===== config.mk =====
export PLATFORM = sky130hd
export DESIGN_NAME = ddc_drive_port
export DESIGN_NICKNAME = d
export VERILOG_FILES = /design/src/logic/ddc_pkg.sv /design/src/logic/ddc_drive_port.sv /design/src/logic/ddc_down_timer.sv
export VERILOG_INCLUDE_DIRS = /design/src /design/src/logic
export SDC_FILE = /design/constraint.sdc
export NUM_CORES = 1
export LEC_CHECK = 0
export BUFFER_PORTS_ARGS = -buffer_cell sky130_fd_sc_hd__buf_4
export CAP_MARGIN = 5
export CORE_ASPECT_RATIO = 1.2
export CORE_MARGIN = 8
export CORE_UTILIZATION = 50
export DETAILED_ROUTE_END_ITERATION = 8
export HOLD_SLACK_MARGIN = 0.08
export PLACE_DENSITY = 0.74
export RECOVER_POWER = 25
export SYNTH_ARGS = -nofsm -noshare
export SYNTH_HDL_FRONTEND = slang
export SYNTH_SLANG_ARGS = --single-unit

===== constraint.sdc =====
create_clock -name ref_clk -period 6.07 [get_ports ref_clk]
set_input_delay 0.3035 -clock ref_clk [delete_from_list [all_inputs] [get_ports ref_clk]]
set_output_delay 0.3035 -clock ref_clk [all_outputs]
set_load 0.03 [all_outputs]

===== src/logic/ddc_params.svh =====
// constants for the disk drive control port: bit positions, word numbers, timing
// assumes a 250 MHz reference clock; included by bare name
`ifndef DDC_PARAMS_SVH
`define DDC_PARAMS_SVH

// ----------------------------------------
// clock and times
// ----------------------------------------
`define DDC_CLK_PERIOD_PS 4000
`define DDC_STEP_WIDTH_NS 10000
`define DDC_STEP_WIDTH_CYC ((`DDC_STEP_WIDTH_NS * 1000 + `DDC_CLK_PERIOD_PS - 1) / `DDC_CLK_PERIOD_PS)
`define DDC_STEP_UNIT_NS 100000
`define DDC_STEP_UNIT_CYC ((`DDC_STEP_UNIT_NS * 1000 + `DDC_CLK_PERIOD_PS - 1) / `DDC_CLK_PERIOD_PS)
`define DDC_POLL_NS 1000
`define DDC_POLL_CYC ((`DDC_POLL_NS * 1000 + `DDC_CLK_PERIOD_PS - 1) / `DDC_CLK_PERIOD_PS)

// ----------------------------------------
// input port bit positions
// ----------------------------------------
`define DDC_IN_INDEX 0
`define DDC_IN_READY 1
`define DDC_IN_SEEK_DONE 2
`define DDC_IN_TRACK_ZERO_FIRST 3
`define DDC_IN_TRACK_ZERO_SECOND 4
`define DDC_IN_WRITE_PROTECT 5
`define DDC_IN_WRITE_FAULT 6

// ----------------------------------------
// output port bit positions
// ----------------------------------------
`define DDC_OUT_HEAD_LSB 0
`define DDC_OUT_STEP 6
`define DDC_OUT_DIR 7
`define DDC_OUT_REDUCED_CUR 8
`define DDC_OUT_MOTOR 9
`define DDC_OUT_COMP 10
`define DDC_OUT_HEAD_LOAD 11
`define DDC_OUT_PICK_LSB 12

// ----------------------------------------
// parameter block word numbers and status codes
// ----------------------------------------
`define DDC_W_CMD_STATUS 5'd0
`define DDC_W_CYLINDER 5'd8
`define DDC_W_HEAD_SECTOR 5'd9
`define DDC_W_CUR_CYL 5'd10
`define DDC_W_STEP_RATE 5'd24
`define DDC_ST_OK 8'h00
`define DDC_ST_NOT_READY 8'h02
`define DDC_PTR_RESET 8'h00

`endif


===== src/logic/ddc_pkg.sv =====
// types shared by the disk drive control port modules
// assumes ddc_params.svh supplies the numeric constants
package ddc_pkg;

  // ----------------------------------------
  // port cycle sequencer states
  // ----------------------------------------
  typedef enum logic [2:0] {
    PORT_IDLE, PORT_OUT_SET, PORT_OUT_STB, PORT_OUT_HOLD, PORT_IN_EN, PORT_IN_SMP
  } ddc_port_e;

  // ----------------------------------------
  // parameter block engine states
  // ----------------------------------------
  typedef enum logic [2:0] {
    ENG_IDLE, ENG_ARB, ENG_XFER, ENG_SEEK, ENG_DONE
  } ddc_eng_e;

  typedef logic [15:0] ddc_word_t;

endpackage : ddc_pkg


===== src/logic/ddc_drive_port.sv =====
// disk drive control port: port cycles on the shared lines, status decode,
// step generation and parameter block fetch / write-back over the bus master
// assumes external latches on outLatchStrobe and buffers on inBufferEnable
//
// Operation
// port cycles only during local transfer mode
// output cycle pulses latch strobe with word
// input cycle enables buffers, samples status
// seven status inputs, all active high
// either track-zero or either write line counts
// drive never raises both paired lines
// input bit map index ready seek zero guard
// drive holds index wider than minimum
// bits 12..15 select drives 0..3
// head number on bits 0..4, bit5 unused
// side bit zero for single-sided floppy
// fixed-width step pulses, gap from rate
// bit 7 high steps toward spindle
// bits 8..11 current, motor, comp, load
// external octal registers capture on strobe
// drive number indexes pointer table entry
// write status before signalling completion
// host leaves block alone during command
// host validates parameters and computed values
// read block at start, write back end
// block transfers arbitrate then handshake
// static fields untouched, dynamic fields updated
// four byte pointer base, cleared by reset
// external latches hold word between strobes
`timescale 1ns/1ps
`include "ddc_params.svh"
module ddc_drive_port #(
  parameter int STEP_UNIT_CYC = `DDC_STEP_UNIT_CYC
) (
  input wire logic ref_clk,
  input wire logic rst,
  // shared address/data lines and port strobes
  input wire logic localMode,
  input wire ddc_pkg::ddc_word_t adIn,
  output ddc_pkg::ddc_word_t adOut,
  output logic adOe_n,
  output logic outLatchStrobe,
  output logic inBufferEnable,
  // user side control
  input wire logic cmdStart,
  input wire logic [1:0] cmdDrive,
  input wire logic singleSided,
  input wire logic motorOn,
  input wire logic reducedWriteCurrent,
  input wire logic writeCompEnable,
  input wire logic floppyHeadLoad,
  input wire logic [3:0] ptrByteWe,
  input wire logic [7:0] ptrByteIn,
  output logic cmdBusy,
  output logic cmdDone,
  output logic [7:0] cmdStatus,
  output logic driveIndex,
  output logic driveReady,
  output logic seekDone,
  output logic trackZero,
  output logic writeGuard,
  // bus master
  output logic busReq,
  input wire logic busGrant,
  input wire logic busFree,
  output logic busOwn,
  output logic mStrobe,
  output logic mWrite,
  output logic [31:0] mAddr,
  output ddc_pkg::ddc_word_t mWdata,
  input wire ddc_pkg::ddc_word_t mRdata,
  input wire logic mAck
);
  import ddc_pkg::*;

  // ----------------------------------------
  // state
  // ----------------------------------------
  ddc_port_e portState, next_portState; // port cycle sequencer
  ddc_word_t sentWord, next_sentWord; // word last latched outside
  ddc_word_t next_adOut;
  logic [6:0] inBits, next_inBits; // last sampled status bits
  ddc_eng_e engState, next_engState; // parameter block engine
  logic [3:0] xferIdx, next_xferIdx; // which transfer of the command
  logic [1:0] drive, next_drive; // drive being served
  logic [7:0] ptrByte [4]; // pointer table base, byte wide
  logic [7:0] next_ptrByte [4];
  logic [31:0] blockPtr, next_blockPtr; // this drive's parameter block
  logic [7:0] cmdCode, next_cmdCode; // kept to rewrite word 0 intact
  logic [15:0] targetCyl, next_targetCyl;
  logic [15:0] curCyl, next_curCyl;
  logic [4:0] headNum, next_headNum;
  logic [7:0] stepRate, next_stepRate;
  logic [15:0] stepsLeft, next_stepsLeft;
  logic stepDir, next_stepDir;
  logic [7:0] next_cmdStatus;
  logic next_cmdDone;
  logic next_cmdBusy;
  ddc_word_t ctrlWord; // control word to be latched
  logic [31:0] ptrBase;
  logic [4:0] wordNo;
  logic stepBusy, gapBusy, pollBusy;
  logic stepLoad, pollLoad;
  logic [31:0] gapLoadValue;

  assign ptrBase = {ptrByte[3], ptrByte[2], ptrByte[1], ptrByte[0]};

  // ----------------------------------------
  // timers
  // ----------------------------------------
  ddc_down_timer #(.WIDTH(32)) stepWidthTimer (
    .ref_clk(ref_clk), .rst(rst), .load(stepLoad),
    .loadValue(32'(`DDC_STEP_WIDTH_CYC)), .busy(stepBusy)
  );
  // gap runs from the pulse start, so it covers width plus rate units
  assign gapLoadValue = 32'(`DDC_STEP_WIDTH_CYC) + 32'(stepRate) * 32'(STEP_UNIT_CYC);
  ddc_down_timer #(.WIDTH(32)) stepGapTimer (
    .ref_clk(ref_clk), .rst(rst), .load(stepLoad),
    .loadValue(gapLoadValue), .busy(gapBusy)
  );
  ddc_down_timer #(.WIDTH(16)) pollTimer (
    .ref_clk(ref_clk), .rst(rst), .load(pollLoad),
    .loadValue(16'(`DDC_POLL_CYC)), .busy(pollBusy)
  );

  // ----------------------------------------
  // control word composition
  // ----------------------------------------
  always_comb begin
    ctrlWord = '0;
    // head number in binary, bit 5 left at zero
    ctrlWord[`DDC_OUT_HEAD_LSB +: 5] = headNum;
    if (singleSided) begin
      ctrlWord[`DDC_OUT_HEAD_LSB] = 1'b0;
    end
    ctrlWord[`DDC_OUT_STEP] = stepBusy;
    ctrlWord[`DDC_OUT_DIR] = stepDir;
    ctrlWord[`DDC_OUT_REDUCED_CUR] = reducedWriteCurrent;
    ctrlWord[`DDC_OUT_MOTOR] = motorOn;
    ctrlWord[`DDC_OUT_COMP] = writeCompEnable;
    ctrlWord[`DDC_OUT_HEAD_LOAD] = floppyHeadLoad;
    // one select line per drive, only while a command holds the drive
    if (cmdBusy) begin
      ctrlWord[`DDC_OUT_PICK_LSB + drive] = 1'b1;
    end
  end

  // ----------------------------------------
  // port cycle sequencer
  // ----------------------------------------
  // a changed word wins over polling so step edges reach the drive quickly
  always_comb begin
    next_portState = portState;
    next_sentWord = sentWord;
    next_adOut = adOut;
    next_inBits = inBits;
    pollLoad = 1'b0;
    case (portState)
      PORT_IDLE: begin
        // shared lines belong to the port only in local mode
        if (localMode && ctrlWord != sentWord) begin
          next_adOut = ctrlWord;
          next_portState = PORT_OUT_SET;
        end else if (localMode && !pollBusy) begin
          pollLoad = 1'b1;
          next_portState = PORT_IN_EN;
        end
      end
      PORT_OUT_SET: begin
        next_portState = PORT_OUT_STB;
      end
      PORT_OUT_STB: begin
        next_sentWord = adOut;
        next_portState = PORT_OUT_HOLD;
      end
      PORT_OUT_HOLD: begin
        next_portState = PORT_IDLE;
      end
      PORT_IN_EN: begin
        next_portState = PORT_IN_SMP;
      end
      PORT_IN_SMP: begin
        // bits 7 to 15 carry nothing and are dropped
        next_inBits = adIn[6:0];
        next_portState = PORT_IDLE;
      end
      default: begin
        next_portState = PORT_IDLE;
      end
    endcase
  end

  always_ff @(posedge ref_clk) begin
    if (rst) begin
      portState <= PORT_IDLE;
      sentWord <= '0;
      adOut <= '0;
      inBits <= '0;
    end else begin
      portState <= next_portState;
      sentWord <= next_sentWord;
      adOut <= next_adOut;
      inBits <= next_inBits;
    end
  end

  // drive the lines through set, strobe and hold so latches see stable data
  assign adOe_n = !(portState == PORT_OUT_SET || portState == PORT_OUT_STB ||
                    portState == PORT_OUT_HOLD);
  assign outLatchStrobe = (portState == PORT_OUT_STB);
  assign inBufferEnable = (portState == PORT_IN_EN || portState == PORT_IN_SMP);

  // ----------------------------------------
  // status decode, all lines active high
  // ----------------------------------------
  // paired lines are ored; a drive never raises both at once
  assign driveIndex = inBits[`DDC_IN_INDEX];
  assign driveReady = inBits[`DDC_IN_READY];
  assign seekDone = inBits[`DDC_IN_SEEK_DONE];
  assign trackZero = inBits[`DDC_IN_TRACK_ZERO_FIRST] |
                     inBits[`DDC_IN_TRACK_ZERO_SECOND];
  assign writeGuard = inBits[`DDC_IN_WRITE_PROTECT] |
                      inBits[`DDC_IN_WRITE_FAULT];

  // ----------------------------------------
  // transfer address selection
  // ----------------------------------------
  // 0,1 pointer words; 2..6 block reads; 7,8 block writes
  always_comb begin
    case (xferIdx)
      4'h2: wordNo = `DDC_W_CMD_STATUS;
      4'h3: wordNo = `DDC_W_CYLINDER;
      4'h4: wordNo = `DDC_W_HEAD_SECTOR;
      4'h5: wordNo = `DDC_W_CUR_CYL;
      4'h6: wordNo = `DDC_W_STEP_RATE;
      4'h7: wordNo = `DDC_W_CUR_CYL;
      default: wordNo = `DDC_W_CMD_STATUS;
    endcase
    if (xferIdx < 4'h2) begin
      // each entry is two words, high word first, drive 0 first
      mAddr = ptrBase + {27'h0, drive, 3'h0} - {27'h0, drive, 2'h0} +
              {30'h0, xferIdx[0], 1'b0};
    end else begin
      mAddr = blockPtr + {26'h0, wordNo, 1'b0};
    end
    // only the dynamic cylinder word and the status byte are written back
    if (xferIdx == 4'h7) begin
      mWdata = targetCyl;
    end else begin
      mWdata = {cmdCode, cmdStatus};
    end
  end

  assign busReq = (engState == ENG_ARB);
  assign busOwn = (engState == ENG_XFER);
  assign mStrobe = (engState == ENG_XFER);
  assign mWrite = (engState == ENG_XFER) && (xferIdx >= 4'h7);

  // ----------------------------------------
  // parameter block engine
  // ----------------------------------------
  always_comb begin
    next_engState = engState;
    next_xferIdx = xferIdx;
    next_drive = drive;
    next_blockPtr = blockPtr;
    next_cmdCode = cmdCode;
    next_targetCyl = targetCyl;
    next_curCyl = curCyl;
    next_headNum = headNum;
    next_stepRate = stepRate;
    next_stepsLeft = stepsLeft;
    next_stepDir = stepDir;
    next_cmdStatus = cmdStatus;
    next_cmdBusy = cmdBusy;
    next_cmdDone = 1'b0;
    stepLoad = 1'b0;
    for (int i = 0; i < 4; i++) begin
      next_ptrByte[i] = ptrByteWe[i] ? ptrByteIn : ptrByte[i];
    end
    case (engState)
      ENG_IDLE: begin
        if (cmdStart) begin
          next_drive = cmdDrive;
          next_xferIdx = 4'h0;
          next_cmdBusy = 1'b1;
          next_cmdStatus = `DDC_ST_OK;
          next_engState = ENG_ARB;
        end
      end
      ENG_ARB: begin
        // wait for grant and for the previous master to let go
        if (busGrant && busFree) begin
          next_engState = ENG_XFER;
        end
      end
      ENG_XFER: begin
        if (mAck) begin
          next_xferIdx = xferIdx + 4'h1;
          case (xferIdx)
            4'h0: next_blockPtr = {mRdata, blockPtr[15:0]};
            4'h1: next_blockPtr = {blockPtr[31:16], mRdata};
            4'h2: next_cmdCode = mRdata[15:8];
            4'h3: next_targetCyl = mRdata;
            4'h4: next_headNum = mRdata[12:8];
            4'h5: next_curCyl = mRdata;
            4'h6: next_stepRate = mRdata[7:0];
            default: next_cmdCode = cmdCode;
          endcase
          if (xferIdx == 4'h6) begin
            // bus is given back while the heads move
            next_engState = ENG_SEEK;
            if (targetCyl > curCyl) begin
              next_stepDir = 1'b1;
              next_stepsLeft = targetCyl - curCyl;
            end else begin
              next_stepDir = 1'b0;
              next_stepsLeft = curCyl - targetCyl;
            end
            if (!driveReady) begin
              next_stepsLeft = '0;
              next_targetCyl = curCyl;
              next_cmdStatus = `DDC_ST_NOT_READY;
            end
          end else if (xferIdx == 4'h8) begin
            // completion only after the status word is in memory
            next_engState = ENG_DONE;
          end
        end
      end
      ENG_SEEK: begin
        if (!stepBusy && !gapBusy) begin
          if (stepsLeft != '0) begin
            stepLoad = 1'b1;
            next_stepsLeft = stepsLeft - 16'h1;
          end else begin
            next_engState = ENG_ARB;
          end
        end
      end
      ENG_DONE: begin
        next_cmdDone = 1'b1;
        next_cmdBusy = 1'b0;
        next_engState = ENG_IDLE;
      end
      default: begin
        next_engState = ENG_IDLE;
      end
    endcase
  end

  always_ff @(posedge ref_clk) begin
    if (rst) begin
      engState <= ENG_IDLE;
      xferIdx <= '0;
      drive <= '0;
      blockPtr <= '0;
      cmdCode <= '0;
      targetCyl <= '0;
      curCyl <= '0;
      headNum <= '0;
      stepRate <= '0;
      stepsLeft <= '0;
      stepDir <= 1'b0;
      cmdStatus <= `DDC_ST_OK;
      cmdBusy <= 1'b0;
      cmdDone <= 1'b0;
      for (int i = 0; i < 4; i++) begin
        ptrByte[i] <= `DDC_PTR_RESET;
      end
    end else begin
      engState <= next_engState;
      xferIdx <= next_xferIdx;
      drive <= next_drive;
      blockPtr <= next_blockPtr;
      cmdCode <= next_cmdCode;
      targetCyl <= next_targetCyl;
      curCyl <= next_curCyl;
      headNum <= next_headNum;
      stepRate <= next_stepRate;
      stepsLeft <= next_stepsLeft;
      stepDir <= next_stepDir;
      cmdStatus <= next_cmdStatus;
      cmdBusy <= next_cmdBusy;
      cmdDone <= next_cmdDone;
      for (int i = 0; i < 4; i++) begin
        ptrByte[i] <= next_ptrByte[i];
      end
    end
  end

endmodule : ddc_drive_port


===== src/logic/ddc_down_timer.sv =====
// loadable down counter used for step width, step gap and poll timing
// assumes a synchronous active-high reset
`timescale 1ns/1ps
module ddc_down_timer #(
  parameter int WIDTH = 32
) (
  input wire logic ref_clk,
  input wire logic rst,
  input wire logic load,
  input wire logic [WIDTH-1:0] loadValue,
  output logic busy
);

  logic [WIDTH-1:0] count; // cycles still to run
  logic [WIDTH-1:0] next_count;

  // ----------------------------------------
  // count down to zero and stop
  // ----------------------------------------
  always_comb begin
    if (load) begin
      next_count = loadValue;
    end else if (count != '0) begin
      next_count = count - 1'b1;
    end else begin
      next_count = count;
    end
  end

  always_ff @(posedge ref_clk) begin
    if (rst) begin
      count <= '0;
    end else begin
      count <= next_count;
    end
  end

  assign busy = (count != '0);

endmodule : ddc_down_timer


# Word level (Yosys, flattened, before mapping)

Memories as Yosys holds them, arrays and structs flattened.
Cells that the tools add are included.
W data, S select, Z words.

Add/subtract/negate cells: 13
Bitwise logic cells: 9
Eq/ne operators: 28
Muxes and demuxes: 64
Reduce and logical (&&, ||, !) cells: 43
Magnitude comparators: 5
Multiply operators: 1

Operator list:

| operator                 | count |
|---|---|
| $mux W16                 | 11 |
| $mux W8                  | 14 |
| $mux W32                 | 3 |
| $pmux W32 S2             | 1 |
| $reduce_bool A32 Y1      | 2 |
| $sub A32 B1 Y32 const B  | 2 |
| $add A32 B2 Y32          | 1 |
| $add A32 B5 Y32          | 1 |
| $add A32 B6 Y32          | 1 |
| $pmux W16 S2             | 1 |
| $reduce_bool A16 Y1      | 2 |
| $sub A16 B1 Y16 const B  | 2 |
| $sub A16 B16 Y16         | 2 |
| $sub A32 B4 Y32          | 1 |
| $mux W3                  | 9 |
| $add A12 B23 Y24 const A | 1 |
| $mux W12                 | 2 |
| $pmux W3 S4              | 2 |
| $mul A8 B12 Y20 const B  | 1 |
| $pmux W5 S4              | 1 |
| $eq A4 B3 Y1 const B     | 4 |
| $gt A16 B16 Y1           | 1 |
| $ne A16 B16 Y1           | 1 |
| $or A12 B16 Y16          | 1 |
| 36 further kinds         | 96 |

Input port bits: 58
Register bits after elaboration: 243
Logic and storage cells: 188
Output and inout bits: 86
RAM bits: 32
Memories: 1

Memories:

| name    | depth | bits a word | read ports | clocked after memory_dff | wr ports | line                 | RTL |
|---|---|---|---|---|---|---|---|
| ptrByte | 4     | 8           | 4          | 0                        | 4        | ddc_drive_port.sv:86 | `logic [7:0] ptrByte [4];` |

# Depth between registers and ports, before layout

Gate-level depths: netlist (run 1).

Depth in word-level cells: 12
Mapped depth: 17
Mapped depth without buffers: 16

# Hierarchy

Synthesis (run 1) repeated with hierarchy kept, for this count alone.

Cells, all modules: 2400
Area, all modules: 18514.0 um^2

By module, submodules not included:

| module                            | instances | sequential area each (um^2) | cells an instance | area an instance (um^2) |
|---|---|---|---|---|
| ddc_drive_port                    | 1         | 3723.6                      | 1858              | 14149.8 |
| ddc_down_timer (stepGapTimer ...) | 2         | 640.6                       | 216               | 1696.6 |
| ddc_down_timer (pollTimer)        | 1         | 320.3                       | 110               | 970.9 |

# Least setup slack after synthesis (run 1)

Ideal clock, no wire load.

Kind: register -> register
Start: reg stepRate[6]
End: reg stepGapTimer.count[21]
Cell stages (with the launch flop): 18
Path slack: 1551 ps
Data required time: 5984 ps
Clock period less this slack: 4519 ps
Setup time: 86 ps
Path buffers: 1
Data arrival time: 4433 ps
Cells stage by stage: dfxtp_1 > inv_1 > ha_1 > inv_1 > ha_1 > fa_1 > fa_1 > ha_1 > clkbuf_1 > a21oi_1 > mux2i_1 > nand3_1 > a211oi_1 > nand2_1 > or4_4 > nor3_4 > xnor2_1 > a221oi_2

Longest elaborated chain between the ends: 3

Ends and longest elaborated chain:

| item                   | line                  | RTL |
|---|---|---|
| start, declared        | ddc_drive_port.sv:93  | `logic [7:0] stepRate, next_stepRate;` |
| start signal, assigned | ddc_drive_port.sv:380 | `stepRate <= next_stepRate;` |
| $mul A8 B12 Y20        | ddc_drive_port.sv:116 | `` assign gapLoadValue = 32'(`DDC_STEP_WIDTH_CYC) + 32'(stepRate) * 32'(STEP_UNIT_CYC); `` |
| $add A12 B23 Y24       | ddc_drive_port.sv:116 |  |
| $mux W32               | ddc_down_timer.sv:21  | `if (load) begin` |
| end signal, assigned   | ddc_down_timer.sv:34  | `count <= next_count;` |
| end, declared          | ddc_down_timer.sv:14  | `logic [WIDTH-1:0] count;` |

Every way passes these cells.
A chain may end at the register's enable or synchronous reset.

# Worst setup path in the final report (run 1)

Start: in rst
End: reg stepWidthTimer.count[5]

Longest elaborated chain between the ends: 1

Ends and longest elaborated chain:

| item                              | line                 | RTL |
|---|---|---|
| start, declared                   | ddc_drive_port.sv:36 | `input wire logic rst,` |
| $reduce_or A2 Y1 (no source line) | --                   |  |
| end signal, assigned              | ddc_down_timer.sv:34 |  |
| end, declared                     | ddc_down_timer.sv:14 |  |

Every way passes these cells.

==> impl_metrics.env, run 1 <==
export IMPL_synthToLayoutAreaGrowth_pct=13.8
export IMPL_numCtsBuffers=28
export IMPL_yosys_cell_types_count=80
export IMPL_wirelength_mm=45.5
export IMPL_num_fill_cells=3186
export IMPL_end_of_flow_core_utilization=0.571
export IMPL_max_cap_violations=3
export IMPL_initial_detailed_routing_violation_count=1062
export IMPL_cp_max_fo=73
export IMPL_grt_pass1_vias=14769
export IMPL_clkSinkCount=266
export IMPL_clk_insertion_delay_late_ns=0.56
export IMPL_pin_count=144
export IMPL_die_h_um=220
export IMPL_start_util=0.502
export IMPL_cts_resized=0
export IMPL_post_synth_cell_area_avg_sq_um=7.83
export IMPL_worst_r2r_path_depth=16
export IMPL_reg2reg_setup_slack_ns=0.94
export IMPL_cts_max_path_buffers=3
export IMPL_vdd_drop_max_v=0.000210
export IMPL_cp_data_arrival_time_ns=5.60
export IMPL_leakagePower_nw=8.14
export IMPL_place_port_buffers=126
export IMPL_core_region_area_sq_um=34600
export IMPL_postPlaceCellArea_sq_um=18600
export IMPL_syn_inst=2219
export IMPL_rows=75
export IMPL_slew_viol_final=231
export IMPL_synth_sequential_area_ratio=0.306
export IMPL_die_area_sq_um=41000
export IMPL_h_tree_lvls=1
export IMPL_postSynth_asyncResetShare=0
export IMPL_grt_setup_unrepaired="no"
export IMPL_synth_yosys_warnings=0
export IMPL_finalHoldViolations=0
export IMPL_timing_critical_path_from_type="input port"
export IMPL_path_clk_slew_ns=0.06
export IMPL_finalCriticalPeriod_ns=5.19
export IMPL_grt_first_pass_wirelength_mm=72.7
export IMPL_min_path_type="in2reg"
export IMPL_gp_congestion=0.904
export IMPL_worstHoldPathCells=3
export IMPL_worst_hold_path_endpoint="ptrByte[2][6]"
export IMPL_worst_endpoint_required_ns=6.48
export IMPL_worst_tran_pin_value_ns=3.15
export IMPL_final_setup_viol_count=0
export IMPL_fin_tns_setup_ns=0
export IMPL_final_area_sq_um=19800
export IMPL_synth_area_sq_um=17400
export IMPL_hp_start="ptrByteWe[2]"
export IMPL_pwr_density_cell_nw_per_um2=344
export IMPL_grt_overflow=0
export IMPL_antenna_cells_inserted=0
export IMPL_ys_dominant_reg_cell="sky130_fd_sc_hd__dfxtp_1"
export IMPL_post_route_period_util=0.855
export IMPL_fmaxAchievable_ghz=0.193
export IMPL_grt_usage=0.214
export IMPL_detailedPlacementHpwl_mm=33.3
export IMPL_reg2reg_to="stepGapTimer.count[22]"
export IMPL_finalClockSkew_ns=0.0322
export IMPL_source_of_the_worst_register_to_register_timing_path="stepRate[6]"
export IMPL_drive_gt1_frac=0.0815
export IMPL_synth_enable_flop_cells=0
export IMPL_post_synthesis_sequential_element_count=266
export IMPL_post_drt_via_cell_ratio=5.60
export IMPL_outcome="finished, violations left"
export IMPL_tritoncts="yes"
export IMPL_dieWidth_um=186
export IMPL_drt_antenna_violating_nets=0
export IMPL_clockRootBuffer="sky130_fd_sc_hd__clkbuf_16"
export IMPL_route_detailed_drc=0
export IMPL_detail_route_first_pass_iterations=6
export IMPL_routed_wire_length_per_instance_um=16.2
export IMPL_antenna_found_initial=0
export IMPL_failed_checks="capacitance limit, slew limit"
export IMPL_criticalPathCategory="in2reg"
export IMPL_dr_total_vias=15717
export IMPL_end_kind="flop"
export IMPL_timing_slew_headroom=-1.10
export IMPL_nNetsFinal=2530
export IMPL_grt_start_max_net_pins=88
## critical path: stages
cell	delay [ns]
sky130_fd_sc_hd__clkbuf_1	2.17
sky130_fd_sc_hd__clkbuf_1	2.35
sky130_fd_sc_hd__nand2b_1	0.28
sky130_fd_sc_hd__buf_4	0.34
sky130_fd_sc_hd__nor2_1	0.10
## synthesized netlist by cell type (5+ instances only)
cell | count | area [sq um]
sky130_fd_sc_hd__a31oi_1 | 12 | 75.1
sky130_fd_sc_hd__a221oi_1 | 6 | 52.6
sky130_fd_sc_hd__a21boi_0 | 5 | 37.5
sky130_fd_sc_hd__mux2i_1 | 65 | 651
sky130_fd_sc_hd__a211oi_1 | 25 | 188
sky130_fd_sc_hd__nor4_1 | 26 | 163
sky130_fd_sc_hd__o21bai_1 | 7 | 52.6
sky130_fd_sc_hd__nand2_1 | 319 | 1200
sky130_fd_sc_hd__or2_2 | 13 | 81.3
sky130_fd_sc_hd__buf_4 | 10 | 75.1
sky130_fd_sc_hd__or3_1 | 24 | 150
sky130_fd_sc_hd__o21a_1 | 6 | 45.0
sky130_fd_sc_hd__clkbuf_1 | 82 | 308
sky130_fd_sc_hd__nor3_1 | 58 | 290
sky130_fd_sc_hd__o211ai_1 | 9 | 67.6
sky130_fd_sc_hd__inv_1 | 112 | 420
sky130_fd_sc_hd__a311oi_1 | 19 | 166
sky130_fd_sc_hd__and2_1 | 10 | 62.6
sky130_fd_sc_hd__ha_1 | 133 | 1660
sky130_fd_sc_hd__dfxtp_1 | 266 | 5330
sky130_fd_sc_hd__buf_2 | 16 | 80.1
sky130_fd_sc_hd__o31ai_1 | 6 | 45.0
sky130_fd_sc_hd__o21ai_0 | 87 | 435
sky130_fd_sc_hd__a21oi_1 | 204 | 1020
sky130_fd_sc_hd__nor2_1 | 244 | 916
sky130_fd_sc_hd__xnor2_1 | 96 | 841
sky130_fd_sc_hd__a21o_1 | 24 | 180
sky130_fd_sc_hd__fa_1 | 17 | 340
sky130_fd_sc_hd__nor2b_1 | 18 | 113
sky130_fd_sc_hd__a22oi_1 | 5 | 37.5
sky130_fd_sc_hd__or4_1 | 13 | 97.6
sky130_fd_sc_hd__xor2_1 | 79 | 692
sky130_fd_sc_hd__nor4b_1 | 5 | 43.8
sky130_fd_sc_hd__nand4_1 | 13 | 81.3
sky130_fd_sc_hd__nand3_1 | 61 | 305
sky130_fd_sc_hd__and3_1 | 22 | 138
sky130_fd_sc_hd__mux2_2 | 7 | 78.8
sky130_fd_sc_hd__nand3b_1 | 11 | 82.6
sky130_fd_sc_hd__o22ai_1 | 9 | 56.3
sky130_fd_sc_hd__nor3b_1 | 10 | 75.1
sky130_fd_sc_hd__nand2b_1 | 11 | 68.8
## routing by layer
| metal | vias up | global-route usage | wire [um] | part of all wire |
|---|---|---|---|---|
| li1 | 7867 | - | - | - |
| met5 | - | 0 | 0 | 0 |
| met2 | 419 | 0.363 | 21400 | 0.47 |
| met4 | 0 | 0.0776 | 1360 | 0.030 |
| met3 | 91 | 0.0310 | 2860 | 0.063 |
| met1 | 7340 | 0.271 | 19900 | 0.44 |
## repair_timing
item / 4_1_cts / 5_1_grt
hold buffers: 37 / 0
setup endpoints to repair: 0 / 0
setup buffers: 0 / 0
endpoints found under the hold margin: 106 / 0
## registers in the layout, indices dropped and copies added, names as in the netlist, 2 cells and up
signal                cells
engState                  3
blockPtr                 32
xferIdx                   4
pollTimer.count          16
stepRate                  8
ptrByte                  32
drive                     2
curCyl                   16
inBits                    7
stepGapTimer.count       32
targetCyl                16
headNum                   5
adOut                    15
stepsLeft                16
stepWidthTimer.count     32
sentWord                 15
cmdCode                   8
portState                 3
## cell type report
type                    count  area (sq um)  share of cell area
multi-input cells        1739         11200               0.566
clock buffers              42           835              0.0422
repair buffers            175          1270              0.0642
inverters                 112           420              0.0213
clock inverters            10           156             0.00791
flip-flops and latches    266          5330               0.269
well taps                 462           578              0.0292
## cells by family (layout without fill, tap and decap cells)
family,count (synthesis),after routing,synth area share
other,1,8,0.000216
multiplexers,72,72,0.0420
AND/OR/NAND/NOR,879,879,0.238
adder cells (fa/ha/maj),150,150,0.115
AO/OA/AOI/OAI,455,455,0.159
flip-flops,266,266,0.306
buffers and inverters,221,339,0.0515
XOR/XNOR,175,175,0.0882
## how the worst max path moves through the flow
stage,startpoint,to,cells after the start
6_report,rst,stepWidthTimer.count[5],5
5_1_grt,rst,stepGapTimer.count[26],5
4_1_cts,stepRate[6],stepGapTimer.count[21],16
3_5_place_dp,stepRate[6],stepGapTimer.count[22],16
3_3_place_gp,stepRate[6],stepGapTimer.count[22],16
2_1_floorplan,stepRate[6],stepGapTimer.count[21],17
## report_power, final
part	switching (mW)	leakage [nW]	internal, mW
combinational	1.57	5.49	1.11
clock	0.720	0.486	1.12
sequential	0.275	2.16	2.02
## cell usage in the layout (no fill, tap or decap), types with 12 or more instances in the layout
cell type and count:
sky130_fd_sc_hd__nand2_1 319, sky130_fd_sc_hd__dfxtp_1 266, sky130_fd_sc_hd__nor2_1 244, sky130_fd_sc_hd__a21oi_1 203, sky130_fd_sc_hd__ha_1 133, sky130_fd_sc_hd__inv_1 112
sky130_fd_sc_hd__buf_4 101, sky130_fd_sc_hd__xnor2_1 96, sky130_fd_sc_hd__o21ai_0 87, sky130_fd_sc_hd__xor2_1 79, sky130_fd_sc_hd__mux2i_1 65, sky130_fd_sc_hd__nand3_1 61
sky130_fd_sc_hd__nor3_1 57, sky130_fd_sc_hd__clkbuf_1 43, sky130_fd_sc_hd__dlygate4sd3_1 37, sky130_fd_sc_hd__clkbuf_16 29, sky130_fd_sc_hd__nor4_1 26, sky130_fd_sc_hd__a211oi_1 25
sky130_fd_sc_hd__or3_1 24, sky130_fd_sc_hd__a21o_1 24, sky130_fd_sc_hd__and3_1 22, sky130_fd_sc_hd__a311oi_1 19, sky130_fd_sc_hd__nor2b_1 18, sky130_fd_sc_hd__fa_1 17
sky130_fd_sc_hd__or2_2 13, sky130_fd_sc_hd__nand4_1 13, sky130_fd_sc_hd__or4_1 13, sky130_fd_sc_hd__a31oi_1 12
## through the flow
step           std cells  power (mW)  setup WS, ns  hold WS [ns]
2_1_floorplan       2226        4.33          1.55         0.431
3_3_place_gp        2717        4.89          1.10         0.437
3_5_place_dp        2717        4.97          1.05         0.443
4_1_cts             2806        6.84         0.967        0.0868
5_1_grt             2806        7.25         0.380        0.0950
6_report            2806        6.81         0.882         0.109
Power figures use the tool's default switching activity.
==> run 2: changes to the inputs <==
--- a/config.mk
+++ b/config.mk
@@ -14,7 +14,6 @@
 export DETAILED_ROUTE_END_ITERATION = 8
 export HOLD_SLACK_MARGIN = 0.08
 export PLACE_DENSITY = 0.74
-export RECOVER_POWER = 25
 export SYNTH_ARGS = -nofsm -noshare
 export SYNTH_HDL_FRONTEND = slang
 export SYNTH_SLANG_ARGS = --single-unit
==> run 2 against run 1 <==
The run now ends clean. Combinational power barely moved. Die area unchanged. First-iteration DRC count is 1.7% lower. Critical path type is now reg2reg. Critical path depth rose by 11. Via count hardly changed.
==> impl_metrics.env, run 2 (same netlist as run 1, synthesis figures left out) <==
export IMPL_dpl_worst_slack_ns=1.05
export IMPL_layout_commonest_cell="sky130_fd_sc_hd__nand2_1"
export IMPL_timing_slew_headroom=0.329
export IMPL_clk_insertion_delay_late_ns=0.56
export IMPL_slew_viol_final=0
export IMPL_vdd_drop_max_v=0.000209
export IMPL_end_kind="flop"
export IMPL_start_util=0.502
export IMPL_fin_tns_setup_ns=0
export IMPL_finalClockSkew_ns=0.0337
export IMPL_max_cap_violations=0
export IMPL_grt_first_pass_wirelength_mm=72.7
export IMPL_die_area_sq_um=41000
export IMPL_leakagePower_nw=8.29
export IMPL_outcome="completed"
export IMPL_final_setup_viol_count=0
export IMPL_cts_max_path_buffers=3
export IMPL_clockRootBuffer="sky130_fd_sc_hd__clkbuf_16"
export IMPL_layout_common_cells="319 x sky130_fd_sc_hd__nand2_1, 266 x sky130_fd_sc_hd__dfxtp_1, 244 x sky130_fd_sc_hd__nor2_1, 203 x sky130_fd_sc_hd__a21oi_1, 137 x sky130_fd_sc_hd__buf_4"
export IMPL_grt_start_max_net_pins=88
export IMPL_grt_usage=0.214
export IMPL_finalHoldViolations=0
export IMPL_place_port_buffers=126
export IMPL_num_fill_cells=3142
export IMPL_grt_overflow=0
export IMPL_worst_endpoint_required_ns=6.51
export IMPL_min_path_type="in2reg"
export IMPL_grt_pass1_vias=14769
export IMPL_dr_total_vias=15709
export IMPL_final_area_sq_um=19900
export IMPL_timing_critical_path_from_type="flop"
export IMPL_pin_count=144
export IMPL_route_detailed_drc=0
export IMPL_routed_wire_length_per_instance_um=16.2
export IMPL_die_h_um=220
export IMPL_tritoncts="yes"
export IMPL_cp_max_fo=7
export IMPL_h_tree_lvls=1
export IMPL_post_drt_via_cell_ratio=5.60
export IMPL_numCtsBuffers=28
export IMPL_path_clk_slew_ns=0.06
export IMPL_post_route_period_util=0.833
export IMPL_antenna_found_initial=0
export IMPL_synthToLayoutAreaGrowth_pct=14.6
export IMPL_detailedPlacementHpwl_mm=33.3
export IMPL_fmaxAchievable_ghz=0.198
export IMPL_rows=75
export IMPL_antenna_cells_inserted=0
export IMPL_pwr_density_cell_nw_per_um2=343
export IMPL_fin_total_pwr_mw=6.82
export IMPL_clkSinkCount=266
export IMPL_initial_detailed_routing_violation_count=1044
export IMPL_drive_gt1_frac=0.0968
export IMPL_worst_tran_pin_value_ns=1.00
export IMPL_gp_congestion=0.904
export IMPL_postPlaceCellArea_sq_um=18600
export IMPL_grt_setup_unrepaired="no"
export IMPL_criticalPathCategory="reg2reg"
export IMPL_dieWidth_um=186
export IMPL_cp_data_arrival_time_ns=5.50
export IMPL_nNetsFinal=2530
export IMPL_drt_antenna_violating_nets=0
export IMPL_wirelength_mm=45.5
export IMPL_detail_route_first_pass_iterations=5
export IMPL_finalCriticalPeriod_ns=5.06
export IMPL_worst_slack_ns=1.01
export IMPL_core_region_area_sq_um=34600
==> run 2: changes by cell type in the layout (fill, tap and decap cells not counted), sizes merged <==
| cell | change |
|---|---|
| buf | +37 |
| clkbuf | -37 |
==> run 2: metrics by stage <==
stage	std cells	util	hold WS, ns
after global placement	2717	0.536	0.437
after CTS	2806	0.575	0.0868
final	2806	0.575	0.107
after floorplan	2226	-	0.431
after detailed placement	2717	0.536	0.443
after global routing	2806	0.575	0.0950
==> run 2: final cells by class <==
cell class	count	area (sq um)	area share
Multi-Input combinational cell	1739	11200	0.562
Sequential cell	266	5330	0.267
Timing Repair Buffer	175	1410	0.0708
Clock buffer	42	835	0.0419
Tap cell	462	578	0.0290
Inverter	112	420	0.0211
Clock inverter	10	156	0.00785
==> run 2: worst max-delay path, stage by stage (launching register included) <==
cell and delay, ns:
sky130_fd_sc_hd__dfxtp_1 0.48, sky130_fd_sc_hd__inv_1 0.08, sky130_fd_sc_hd__ha_1 0.28, sky130_fd_sc_hd__inv_1 0.04
sky130_fd_sc_hd__ha_1 0.33, sky130_fd_sc_hd__fa_1 0.45, sky130_fd_sc_hd__fa_1 0.48, sky130_fd_sc_hd__ha_1 0.41
sky130_fd_sc_hd__a21oi_1 0.47, sky130_fd_sc_hd__mux2i_1 0.24, sky130_fd_sc_hd__nand3_1 0.10, sky130_fd_sc_hd__a211oi_1 0.43
sky130_fd_sc_hd__nand2_1 0.14, sky130_fd_sc_hd__or4_4 0.48, sky130_fd_sc_hd__nor3_4 0.22, sky130_fd_sc_hd__xnor2_1 0.10
sky130_fd_sc_hd__a221oi_2 0.23
==> run 2: path summary, 6_finish.rpt <==
check / slack (ns) / endpoint / depth (start not counted) / startpoint
max: 1.01 / stepGapTimer.count[21] / 16 / stepRate[6]
min: 0.11 / ptrByte[2][3] / 3 / ptrByteWe[2]
max reg2reg: 1.01 / stepGapTimer.count[21] / 16 / stepRate[6]
min reg2reg: 0.45 / inBits[4] / 2 / inBits[4]
==> run 2: per-layer routing <==
layer  up-vias  global-route usage  wire (um)
met2       420               0.363      21400
li1       7865                   -          -
met5         -                   0          0
met1      7330               0.271      19500
met4         0              0.0776       1400
met3        94              0.0310       3300
==> run 2: what timing repair did <==
| item | 4_1_cts | 5_1_grt |
|---|---|---|
| setup buffers | 0 | 0 |
| gates resized for setup | 0 | 0 |
| hold buffers | 37 | 0 |
| hold endpoints to repair | 106 | 0 |
==> run 2: power breakdown <==
part / internal, mW / switching [mW]
combinational: 1.12 / 1.57
sequential: 2.02 / 0.275
clock: 1.12 / 0.721
total: 4.26 / 2.57
